<file path="config.mk">
export PLATFORM = sky130hd
export DESIGN_NAME = plhld_ctrl
export DESIGN_NICKNAME = d
export VERILOG_FILES = /design/src/hw/plhld_pkg.sv /design/src/hw/plhld_ctrl.sv
export SDC_FILE = /design/constraint.sdc
export NUM_CORES = 1
export LEC_CHECK = 0
export BUFFER_PORTS_ARGS = -buffer_cell sky130_fd_sc_hd__buf_2
export CORE_UTILIZATION = 45
export CTS_CLUSTER_DIAMETER = 150
export DETAILED_ROUTE_END_ITERATION = 8
export PLACE_DENSITY = 0.77
export RECOVER_POWER = 25
export SYNTH_ARGS = -nofsm -noshare
export SYNTH_HDL_FRONTEND = slang
export SYNTH_SLANG_ARGS = --single-unit
</file>
<file path="constraint.sdc">
create_clock -name core_clk -period 6.3 [get_ports core_clk]
set_input_delay 0.63 -clock core_clk [delete_from_list [all_inputs] [get_ports core_clk]]
set_output_delay 0.63 -clock core_clk [all_outputs]
set_load 0.01 [all_outputs]
</file>
<file path="src/hw/plhld_pkg.sv">
// Purpose: Shared constants for the holdover and lock control block
// Assumes: One 25 MHz core clock, register port with byte addresses
// Notes: Offsets follow the device register map

package plhld_pkg;

  // ----------------------------------------
  // Register addresses
  // ----------------------------------------
  localparam logic [9:0] ADDR_STATUS_CTRL = 10'h017;
  localparam logic [9:0] ADDR_LOCK_DET = 10'h018;
  localparam logic [9:0] ADDR_LOCK_PIN_CTRL = 10'h01A;
  localparam logic [9:0] ADDR_REFERENCE_MONITOR_PIN_CTRL = 10'h01B;
  localparam logic [9:0] ADDR_REF_SEL = 10'h01C;
  localparam logic [9:0] ADDR_HOLDOVER = 10'h01D;
  localparam logic [9:0] ADDR_FREQ_MON = 10'h01F;
  localparam logic [9:0] ADDR_GATED_EN_A = 10'h0FC;
  localparam logic [9:0] ADDR_GATED_EN_B = 10'h0FD;
  localparam logic [9:0] ADDR_CHDIV0_CTRL = 10'h191;
  localparam logic [9:0] ADDR_CHDIV1_CTRL = 10'h194;
  localparam logic [9:0] ADDR_CHDIV2_CTRL = 10'h197;
  localparam logic [9:0] ADDR_CHDIV3_CTRL = 10'h19A;

  // ----------------------------------------
  // Field positions and codes
  // ----------------------------------------
  localparam int LDC_CNT_LSB = 5;
  localparam int LDC_WIN_BIT = 4;
  localparam int LDC_DIS_BIT = 3;
  localparam int HO_CMP_EN_BIT = 3;
  localparam int HO_EXT_BIT = 1;
  localparam int HO_EN_BIT = 0;
  localparam int REF_AUTO_BIT = 4;
  localparam int REF_PREF_BIT = 3;
  localparam int REF_BUF_LSB = 1;
  localparam int CHDIV_IGN_SYNC_BIT = 6;
  localparam int STATUS_SEL_LSB = 2;
  localparam logic [5:0] LOCK_PIN_CURRENT_SRC = 6'h04;
  localparam logic [5:0] STATUS_SEL_CMP = 6'h3F;
  localparam logic [4:0] REFERENCE_MONITOR_PIN_SEL_CMP = 5'h1F;
  localparam logic [7:0] REG_RESET = 8'h00;

  // ----------------------------------------
  // Lock counter lengths per field code
  // ----------------------------------------
  localparam logic [7:0] LOCK_CNT_CODE0 = 8'h05;
  localparam logic [7:0] LOCK_CNT_CODE1 = 8'h10;
  localparam logic [7:0] LOCK_CNT_CODE2 = 8'h40;
  localparam logic [7:0] LOCK_CNT_CODE3 = 8'hFF;

  // Holdover states
  typedef enum logic [2:0]
  {
    HO_RUN = 3'b001,
    HO_HOLD = 3'b010,
    HO_REARM = 3'b100
  } plhld_state_e;

endpackage : plhld_pkg

</file>
<file path="src/hw/plhld_ctrl.sv">
// Purpose: Lock qualification and charge-pump holdover control
// Assumes: PFD events and comparator result arrive as core_clk pulses/levels
// Notes: Analog lock detect and monitor thresholds live outside this block

module plhld_ctrl
  import plhld_pkg::*;
#(
  parameter int NUM_OUTPUTS = 16
)
(
  input wire logic core_clk,
  input wire logic rst,
  input wire logic clk_en,
  input wire logic reg_wr,
  input wire logic [9:0] reg_addr,
  input wire logic [7:0] reg_wdata,
  output logic [7:0] reg_rdata,
  input wire logic pfd_ref_edge,
  input wire logic pfd_in_lock_window,
  input wire logic pfd_in_unlock_window,
  input wire logic lock_pin_cmp,
  input wire logic sync_n,
  input wire logic ref_present,
  input wire logic [2:0] freq_below,
  output logic lock_pin_source,
  output logic lock_pin_clamp,
  output logic digital_lock_flag,
  output logic charged_lock_qualifier,
  output logic reference_monitor_pin,
  output logic status_pin,
  output logic [NUM_OUTPUTS-1:0] out_enable,
  output logic [3:0] chan_sync_off,
  output logic cp_tristate,
  output logic b_counter_reset,
  output logic lock_window_high,
  output logic ref_auto_switch,
  output logic ref_prefer_second,
  output logic [1:0] ref_buf_en,
  output logic [7:0] freq_mon_cfg,
  output logic [2:0] freq_flags
);

  initial
  begin
    if (NUM_OUTPUTS < 1 || NUM_OUTPUTS > 16)
      $error("NUM_OUTPUTS must be 1 to 16");
  end

  // ----------------------------------------
  // Registers
  // ----------------------------------------
  logic [7:0] status_ctrl, lock_det, lock_pin_ctrl, reference_monitor_pin_ctrl;
  logic [7:0] ref_sel, holdover_ctrl, freq_mon, gated_en_a, gated_en_b;
  logic [3:0] ign_sync;

  // Register writes
  always_ff @(posedge core_clk or posedge rst)
  begin
    if (rst)
    begin
      status_ctrl <= REG_RESET;
      lock_det <= REG_RESET;
      lock_pin_ctrl <= REG_RESET;
      reference_monitor_pin_ctrl <= REG_RESET;
      ref_sel <= REG_RESET;
      holdover_ctrl <= REG_RESET;
      freq_mon <= REG_RESET;
      gated_en_a <= REG_RESET;
      gated_en_b <= REG_RESET;
      ign_sync <= 4'h0;
    end
    else if (clk_en && reg_wr)
    begin
      unique case (reg_addr)
        ADDR_STATUS_CTRL: status_ctrl <= reg_wdata;
        ADDR_LOCK_DET: lock_det <= reg_wdata;
        ADDR_LOCK_PIN_CTRL: lock_pin_ctrl <= reg_wdata;
        ADDR_REFERENCE_MONITOR_PIN_CTRL: reference_monitor_pin_ctrl <= reg_wdata;
        ADDR_REF_SEL: ref_sel <= reg_wdata;
        ADDR_HOLDOVER: holdover_ctrl <= reg_wdata;
        ADDR_FREQ_MON: freq_mon <= reg_wdata;
        ADDR_GATED_EN_A: gated_en_a <= reg_wdata;
        ADDR_GATED_EN_B: gated_en_b <= reg_wdata;
        ADDR_CHDIV0_CTRL: ign_sync[0] <= reg_wdata[CHDIV_IGN_SYNC_BIT];
        ADDR_CHDIV1_CTRL: ign_sync[1] <= reg_wdata[CHDIV_IGN_SYNC_BIT];
        ADDR_CHDIV2_CTRL: ign_sync[2] <= reg_wdata[CHDIV_IGN_SYNC_BIT];
        ADDR_CHDIV3_CTRL: ign_sync[3] <= reg_wdata[CHDIV_IGN_SYNC_BIT];
        default: ;
      endcase
    end
  end

  // ----------------------------------------
  // Decoded controls
  // ----------------------------------------
  wire logic ld_enable = ~lock_det[LDC_DIS_BIT];
  wire logic [1:0] ld_cnt_code = lock_det[LDC_CNT_LSB +: 2];
  wire logic cmp_enable = holdover_ctrl[HO_CMP_EN_BIT];
  wire logic ho_enable = holdover_ctrl[HO_EN_BIT];
  wire logic ho_external = holdover_ctrl[HO_EXT_BIT];
  wire logic current_mode = (lock_pin_ctrl[5:0] == LOCK_PIN_CURRENT_SRC);
  wire logic lock_sensed = cmp_enable ? lock_pin_cmp : 1'b1;

  // Required in-window count for a field code
  function automatic logic [7:0] lock_count_len(input logic [1:0] code);
    unique case (code)
      2'b00: lock_count_len = LOCK_CNT_CODE0;
      2'b01: lock_count_len = LOCK_CNT_CODE1;
      2'b10: lock_count_len = LOCK_CNT_CODE2;
      default: lock_count_len = LOCK_CNT_CODE3;
    endcase
  endfunction : lock_count_len

  // ----------------------------------------
  // Digital lock detect
  // ----------------------------------------
  logic [7:0] lock_cnt;
  wire logic [7:0] lock_target = lock_count_len(ld_cnt_code);

  // Count in-window PFD cycles; one cycle outside the unlock window drops lock
  always_ff @(posedge core_clk or posedge rst)
  begin
    if (rst)
    begin
      lock_cnt <= 8'h00;
      digital_lock_flag <= 1'b0;
    end
    else if (clk_en)
    begin
      if (!ld_enable)
      begin
        lock_cnt <= 8'h00;
        digital_lock_flag <= 1'b0;
      end
      else if (pfd_ref_edge)
      begin
        if (digital_lock_flag)
        begin
          if (!pfd_in_unlock_window)
          begin
            digital_lock_flag <= 1'b0;
            lock_cnt <= 8'h00;
          end
        end
        else if (!pfd_in_lock_window)
          lock_cnt <= 8'h00;
        else if (lock_cnt + 8'h01 >= lock_target)
          digital_lock_flag <= 1'b1;
        else
          lock_cnt <= lock_cnt + 8'h01;
      end
    end
  end

  // ----------------------------------------
  // Lock pin drive and pin routing
  // ----------------------------------------
  assign lock_pin_source = current_mode & digital_lock_flag;
  assign lock_pin_clamp = current_mode & ~digital_lock_flag;
  assign charged_lock_qualifier = current_mode & lock_sensed;
  assign reference_monitor_pin = (reference_monitor_pin_ctrl[4:0] == REFERENCE_MONITOR_PIN_SEL_CMP)
    & lock_pin_cmp;
  assign status_pin = (status_ctrl[STATUS_SEL_LSB +: 6] == STATUS_SEL_CMP)
    & lock_pin_cmp;

  // Gated output enables, combinational so they follow the qualifier at once
  wire logic [15:0] gated_all = {gated_en_b, gated_en_a};
  assign out_enable = gated_all[NUM_OUTPUTS-1:0]
    & {NUM_OUTPUTS{charged_lock_qualifier}};

  // Channel outputs stop on low sync unless told to ignore it
  assign chan_sync_off = ~ign_sync & {4{~sync_n}};

  assign lock_window_high = ~lock_det[LDC_WIN_BIT];
  assign ref_auto_switch = ref_sel[REF_AUTO_BIT];
  assign ref_prefer_second = ref_sel[REF_PREF_BIT];
  assign ref_buf_en = ref_sel[REF_BUF_LSB +: 2];
  assign freq_mon_cfg = freq_mon;
  assign freq_flags = freq_below;

  // ----------------------------------------
  // Holdover state machine
  // ----------------------------------------
  plhld_state_e state, next_state;
  logic sync_q;
  wire logic sync_fall = sync_q & ~sync_n;
  wire logic man_enter = ho_enable & ho_external & sync_fall;
  wire logic auto_enter = ho_enable & ~ho_external & ~lock_sensed;
  // Release needs sync high in manual mode and a present reference edge
  wire logic release_ok = pfd_ref_edge & ref_present
    & (~ho_external | sync_n);

  // Next-state decode
  always_comb
  begin
    next_state = state;
    unique case (state)
      HO_RUN:
        if (man_enter || auto_enter)
          next_state = HO_HOLD;
      HO_HOLD:
        if (!ho_enable)
          next_state = HO_RUN;
        else if (release_ok)
          next_state = ho_external ? HO_RUN : HO_REARM;
      HO_REARM:
        if (man_enter)
          next_state = HO_HOLD;
        else if (digital_lock_flag && lock_sensed)
          next_state = HO_RUN;
      default: next_state = HO_RUN;
    endcase
  end

  // State, sync edge history and B counter reset pulse
  always_ff @(posedge core_clk or posedge rst)
  begin
    if (rst)
    begin
      state <= HO_RUN;
      sync_q <= 1'b1;
      b_counter_reset <= 1'b0;
    end
    else if (clk_en)
    begin
      state <= next_state;
      sync_q <= sync_n;
      b_counter_reset <= (state == HO_HOLD) && ho_enable && release_ok;
    end
  end

  // Tristate asserted combinationally on the entry event itself
  // Master enable masks the held state at once, before the state register catches up
  assign cp_tristate = (state == HO_HOLD & ho_enable) | man_enter
    | (state == HO_RUN & auto_enter);

  // Readback
  always_comb
  begin
    unique case (reg_addr)
      ADDR_STATUS_CTRL: reg_rdata = status_ctrl;
      ADDR_LOCK_DET: reg_rdata = lock_det;
      ADDR_LOCK_PIN_CTRL: reg_rdata = lock_pin_ctrl;
      ADDR_REFERENCE_MONITOR_PIN_CTRL: reg_rdata = reference_monitor_pin_ctrl;
      ADDR_REF_SEL: reg_rdata = ref_sel;
      ADDR_HOLDOVER: reg_rdata = {holdover_ctrl[7:5], cp_tristate, holdover_ctrl[3:0]};
      ADDR_FREQ_MON: reg_rdata = freq_mon;
      ADDR_GATED_EN_A: reg_rdata = gated_en_a;
      ADDR_GATED_EN_B: reg_rdata = gated_en_b;
      ADDR_CHDIV0_CTRL: reg_rdata = {1'b0, ign_sync[0], 6'h00};
      ADDR_CHDIV1_CTRL: reg_rdata = {1'b0, ign_sync[1], 6'h00};
      ADDR_CHDIV2_CTRL: reg_rdata = {1'b0, ign_sync[2], 6'h00};
      ADDR_CHDIV3_CTRL: reg_rdata = {1'b0, ign_sync[3], 6'h00};
      default: reg_rdata = 8'h00;
    endcase
  end

endmodule : plhld_ctrl

</file>
==> summary.md, run 1 <==
| Metric | Value |
|---|---|
| Status | finished with violations |
| Failing checks | capacitance limit, slew limit |
| Worst relative slew slack | -0.972 |
| Fin crit share | 0.627 |
| Syn Nets | 491 |
| First-pass GRT wire length | 20,400 um |
| Fmax achieved | 253 MHz |
| Seq/Total Area, Yosys | 0.444 |
| Crit. End Element | asynchronous set/reset pin |
| Nets@finish | 558 |
| HPWL after DPL | 9390 um |
| CTS Buffer Depth | 2 |
| Hold_buf cts | 0 |
| CP max stage delay | 2170 ps |
| Core area | 0.0108 sq mm |
| # fillers | 970 |
| Skew-Pair Late Insertion Delay | 370 ps |
| Synth Flop Type | dfrtp_1 |
| Post-Route Skew | 5.99 ps |
| Post-synth EDFFs | 0 |
| Antenna violations before repair | 1 |
| Clk slew on worst S/H paths | 90 ps |
| Least-Margin Pin Slew | 2960 ps |
| Grt ovf | 0 |
| Pin count of the biggest net entering global routing | 57 |
| Routability-driven placement congestion ratio | 0.870 |
| Vias in the first global route | 3,864 |
| Hold WS | 519 ps |
| I/O Buffers | 76 |
| Avg Cell Area, Syn | 11.2 sq um |
| CTS Root Buffer Type | clkbuf_8 |
| Clock H-tree levels | 3 |
| Area share of the largest cell type after synthesis | 0.433 |
| Hold Crit Class | reg -> reg |
| Final ANT Viol Nets | 0 |
| Share of layout cells above drive strength 1 | 0.350 |
| Setup crit start kind | primary input |
| Via count | 3,946 |
| DRC Markers | 0 |
| Via/cell ratio | 5.97 |
| Minimum clock period | 3950 ps |
| Top area cells in the synthesized netlist | dfrtp_1 (43%), mux2_2 (16%), ha_1 (3.0%), a22o_1 (3.0%), mux2_4 (2.4%) |
| Ys async rst share | 1.00 |
| Lkg Pwr | 2.75 nW |
| Yosys warns | 0 |
| Area growth syn-to-layout | 12.3% |
| Synthesis-stage register bit count | 89 |
| Max-cap viol count | 2 |
| Crit Path Category | in -> async |
| Max-slew violations | 92 |
| Die area | 0.0116 sq mm |
| Io pins | 83 |
| Maximum vdd ir drop | 0.000169 V |
| P per Cell Area | 218 mW/mm^2 |
| Largest area contributor in the netlist | dfrtp_1 |
| CTS resizes | 0 |
| Required @ worst endpoint | 6140 ps |
| TritonCTS Buffers | 9 |
| DR pass1 iterations | 5 |
| Mapped cell area | 0.00502 sq mm |
| Worst path slowest cell | clkbuf_1 |
| CP Max Fanout | 56 |
| Row count | 38 |
| Clock tree sinks | 89 |
| CTS tree | built |
| Final TNS setup | 0 ps |
| Die Width | 108 um |
| CP Data Arrival Time | 3790 ps |
| Die H | 108 um |
| RSZ-0062 raised after global routing | false |
| Crit-path cells | buf_2 -> clkinvlp_2 -> clkbuf_1 |
| Final setup violation count | 0 |
| Post-CTS Setup Inserts | 0 |
| Final Hold Viols | 0 |
| Gr usage total | 0.233 |
| Initial Util | 0.463 |
| Cell variety after synth | 60 |
| Post-synthesis cell count | 448 |
| Routed len/inst | 19.2 um |
| Routed WL | 12,700 um |
| DR iter-0 viols | 214 |
through the flow:
step | std cells | total power, mW | instance area [sq um] | utilization | setup slack (ps)
2_1_floorplan | 448 | 0.810 | 5020 | - | 3370
3_3_place_gp | 644 | 0.866 | 5480 | 0.505 | 3020
3_5_place_dp | 644 | 0.875 | 5480 | 0.505 | 2920
4_1_cts | 660 | 1.24 | 5650 | 0.521 | 2910
5_1_grt | 661 | 1.30 | 5640 | 0.520 | 1480
6_report | 661 | 1.23 | 5640 | 0.520 | 2350
cells by family (layout without fill, tap and decap cells):
logic type                 Yosys count  in the layout  share of synthesized area
muxes                               90             90                      0.205
and+or+nand+nor                    142            142                      0.166
other                                0              1                          0
buffers and inverters               29            101                     0.0289
xor gates and xnor gates             6              6                     0.0105
AOI/OAI and AO/OA                   80             80                      0.115
adders and majority gates           12             12                     0.0299
DFF                                 89             89                      0.444
critical path, delay by kind of cell:
family / cells / cell delay (ps)
buffers and inverters: 3 / 3120
synth_stat cells, types with 7 or more instances:
master / count
dfrtp_1: 87
nor2_1: 30
a21oi_1: 10
mux2i_1: 10
mux2_4: 8
nand2_1: 24
and2_1: 19
clkbuf_1: 11
nand3_1: 15
inv_1: 7
ha_1: 12
a22o_1: 17
a22oi_1: 11
o21ai_0: 13
mux2_2: 72
layout make-up:
type	instances	area, sq um	share of cell area
multi-input combinational	330	2650	0.469
sequential	89	2230	0.395
antenna	1	2.50	0.000444
clock buffer	10	128	0.0226
tap	140	175	0.0311
inverter	7	27.5	0.00488
timing repair buffer	78	379	0.0672
clock inverter	6	50.0	0.00888
registers in the layout, indices dropped and copies added (netlist names):
register                    flops
freq_mon_cfg                    8
lock_det                        8
holdover_ctrl                   7
status_ctrl                     8
b_counter_reset                 1
sync_q                          1
digital_lock_flag               1
lock_pin_ctrl                   8
gated_en_b                      8
lock_cnt                        8
reference_monitor_pin_ctrl      8
ign_sync                        4
gated_en_a                      8
ref_sel                         8
state                           3
layout by cell type, fill, tap and decap left out, drive strengths merged, types with 4 or more instances in the layout:
cell,n
dfrtp,87
mux2i,10
and3,5
ha,12
a221oi,4
nor3b,4
nand3,16
buf,67
inv,9
nand2,28
nor2b,4
a22o,18
nor3,8
mux2,80
o22ai,5
nand2b,5
a22oi,11
a21oi,10
nor2,31
clkbuf,21
and2,19
nand4,5
o21ai,13
power by group:
| group | internal (mW) | switching, mW |
|---|---|---|
| combinational | 0.0937 | 0.131 |
| clock | 0.148 | 0.219 |
| sequential | 0.600 | 0.0391 |
| total | 0.842 | 0.389 |
final timing paths:
check / to / depth (start not counted) / startpoint / slack [ps]
hold reg to reg: lock_pin_ctrl[6]$_DFFE_PP0P_ / 1 / lock_pin_ctrl[6]$_DFFE_PP0P_ / 520
setup / recovery: state[2]$_DFFE_PP0P_ / 3 / rst / 2350
setup reg to reg: lock_cnt[0]$_DFFE_PP0P_ / 10 / lock_cnt[2]$_DFFE_PP0P_ / 3330
max in group core_clk: reg_rdata[3] / 8 / reg_addr[2] / 2900
hold / removal: lock_pin_ctrl[6]$_DFFE_PP0P_ / 1 / lock_pin_ctrl[6]$_DFFE_PP0P_ / 520
min in group asynchronous: holdover_ctrl[6]$_DFFE_PP0P_ / 2 / rst / 590
metal layers:
layer / track usage / vias to the layer above / wire length (um)
met1: 0.318 / 1997 / 5680
li1: - / 1789 / -
met4: 0.0714 / 0 / 225
met5: 0 / - / 0
met3: 0.0581 / 22 / 727
met2: 0.363 / 138 / 6080
No activity file was read; power rests on OpenSTA's default activity.
==> run 2, diff against run 1 <==
--- a/config.mk
+++ b/config.mk
@@ -9,7 +9,7 @@
 export CORE_UTILIZATION = 45
 export CTS_CLUSTER_DIAMETER = 150
 export DETAILED_ROUTE_END_ITERATION = 8
-export PLACE_DENSITY = 0.77
+export PLACE_DENSITY = 0.8
 export RECOVER_POWER = 25
 export SYNTH_ARGS = -nofsm -noshare
 export SYNTH_HDL_FRONTEND = slang
==> constraint.sdc (replaced) <==
create_clock -name core_clk -period 3.5 [get_ports core_clk]
set_input_delay 0.35 -clock core_clk [delete_from_list [all_inputs] [get_ports core_clk]]
set_output_delay 0.35 -clock core_clk [all_outputs]
set_load 0.01 [all_outputs]
==> summary.md, run 2 (synthesis results as in run 1) <==
| Metric | Value |
|---|---|
| Status | finished clean |
| Vias in the first global route | 3,949 |
| Largest delay contributor family on the critical path | compound AO/OA/AOI/OAI gates |
| Max-cap viol count | 0 |
| Crit Path Category | reg -> reg |
| Nets@finish | 562 |
| DR pass1 iterations | 4 |
| Final ANT Viol Nets | 0 |
| Least-Margin Pin Slew | 982 ps |
| Final TNS setup | 0 ps |
| Post-Route Skew | 4.51 ps |
| Die area | 0.0116 sq mm |
| CP Launch Point | lock_cnt[2]$_DFFE_PP0P_ |
| Fin crit share | 0.853 |
| Initial Util | 0.463 |
| CTS tree | built |
| Io pins | 83 |
| I/O Buffers | 76 |
| WP buf/inv | 0 |
| Clock tree sinks | 89 |
| First-pass GRT wire length | 21,200 um |
| Minimum clock period | 2980 ps |
| R2R Setup Slk | 520 ps |
| DRC Markers | 0 |
| Routed len/inst | 19.9 um |
| Finished Layout Cells | 664 |
| CTS Buffer Depth | 2 |
| Clock H-tree levels | 3 |
| Core area | 0.0108 sq mm |
| Setup crit start kind | flop |
| Post-CTS Setup Inserts | 0 |
| Reg-to-Reg Start | lock_cnt[2]$_DFFE_PP0P_ |
| Worst relative slew slack | 0.342 |
| Maximum vdd ir drop | 0.000505 V |
| Gr usage total | 0.244 |
| Antenna violations before repair | 0 |
| Routed WL | 13,200 um |
| P per Cell Area | 415 mW/mm^2 |
| Via/cell ratio | 5.95 |
| Final setup violation count | 0 |
| Crit. End Element | flop |
| CTS Root Buffer Type | clkbuf_8 |
| Antenna diodes | 0 |
| Worst path slowest cell | dfrtp_1 |
| HPWL after DPL | 9770 um |
| Routability-driven placement congestion ratio | 0.894 |
| Grt ovf | 0 |
| Critical path depth | 10 |
| Final Hold Viols | 0 |
| Row count | 38 |
| Worst setup path endpoint | lock_cnt[0]$_DFFE_PP0P_ |
| Skew-Pair Late Insertion Delay | 370 ps |
| Area growth syn-to-layout | 13.5% |
| Max-slew violations | 0 |
| Crit-path cells | and3_1 -> nand3_1 -> nor2_1 -> xor2_1 -> ha_1 -> a21oi_1 -> o21ai_0 -> a21oi_1 -> o21ai_0 -> mux2_2 |
| Hold Crit Class | in -> reg |
| Fmax achieved | 335 MHz |
| Via count | 3,948 |
| DR iter-0 viols | 371 |
| # fillers | 957 |
| CP Data Arrival Time | 3250 ps |
| Most frequent cells in the layout | dfrtp_1 (87), mux2_2 (72), buf_2 (61) |
| CTS resizes | 0 |
| Cells on worst reg2reg path | 10 |
| Clk slew on worst S/H paths | 90 ps |
| RSZ-0062 raised after global routing | false |
| Share of layout cells above drive strength 1 | 0.347 |
| Dpl cells | 647 |
| Lkg Pwr | 2.78 nW |
| Commonest non-fill, non-tap cell in the layout | dfrtp_1 |
| CP max stage delay | 470 ps |
| Pin count of the biggest net entering global routing | 36 |
| CP Max Fanout | 7 |
| Required @ worst endpoint | 3760 ps |
| Die H | 108 um |
| TritonCTS Buffers | 9 |
| Crit Reg-Reg Endpoint | lock_cnt[0]$_DFFE_PP0P_ |
| Die Width | 108 um |
-- run 2: repair_timing --
action | CTS | global route
hold endpoints to repair | 20 | 0
hold buffers | 1 | 0
setup endpoints to repair | 0 | 0
-- run 2: through the flow --
stage	util	cell area, sq um	hold slack, ps	setup slack (ps)	power [mW]
2_1_floorplan	-	5020	479	846	1.46
3_3_place_gp	0.507	5500	336	653	1.56
3_5_place_dp	0.507	5500	341	571	1.59
4_1_cts	0.528	5730	287	587	2.37
5_1_grt	0.526	5700	301	337	2.47
6_report	0.526	5700	298	515	2.37
-- run 2: worst min-delay path by stage --
stage	from	endpoint	slack [ps]	depth (start not counted)
4_1_cts	sync_n	sync_q$_DFFE_PP1P_	290	2
3_5_place_dp	rst	lock_pin_ctrl[5]$_DFFE_PP0P_	340	2
3_3_place_gp	rst	lock_det[4]$_DFFE_PP0P_	340	2
5_1_grt	sync_n	sync_q$_DFFE_PP1P_	300	2
6_report	sync_n	sync_q$_DFFE_PP1P_	300	2
2_1_floorplan	lock_det[2]$_DFFE_PP0P_	lock_det[2]$_DFFE_PP0P_	480	1
-- run 2: final cells by class --
type                    count  area [sq um]  share of cell area
repair buffers             82           404              0.0709
multi-input cells         330          2650               0.464
well taps                 140           175              0.0307
flip-flops and latches     89          2230               0.391
clock buffers               9           124              0.0217
clock inverters             7          93.8              0.0165
inverters                   7          27.5             0.00483
-- run 2: where the power goes --
| group | leakage, nW | internal (mW) | switching, mW |
|---|---|---|---|
| sequential | 1.23 | 1.08 | 0.0730 |
| combinational | 1.44 | 0.172 | 0.255 |
| clock | 0.106 | 0.402 | 0.386 |
| total | 2.78 | 1.65 | 0.715 |
-- run 2: metal layers --
layer	routed length, um	up-vias	track usage
met5	0	-	0
met3	862	15	0.0442
met4	212	0	0.0724
li1	-	1799	-
met2	6420	150	0.397
met1	5700	1984	0.329
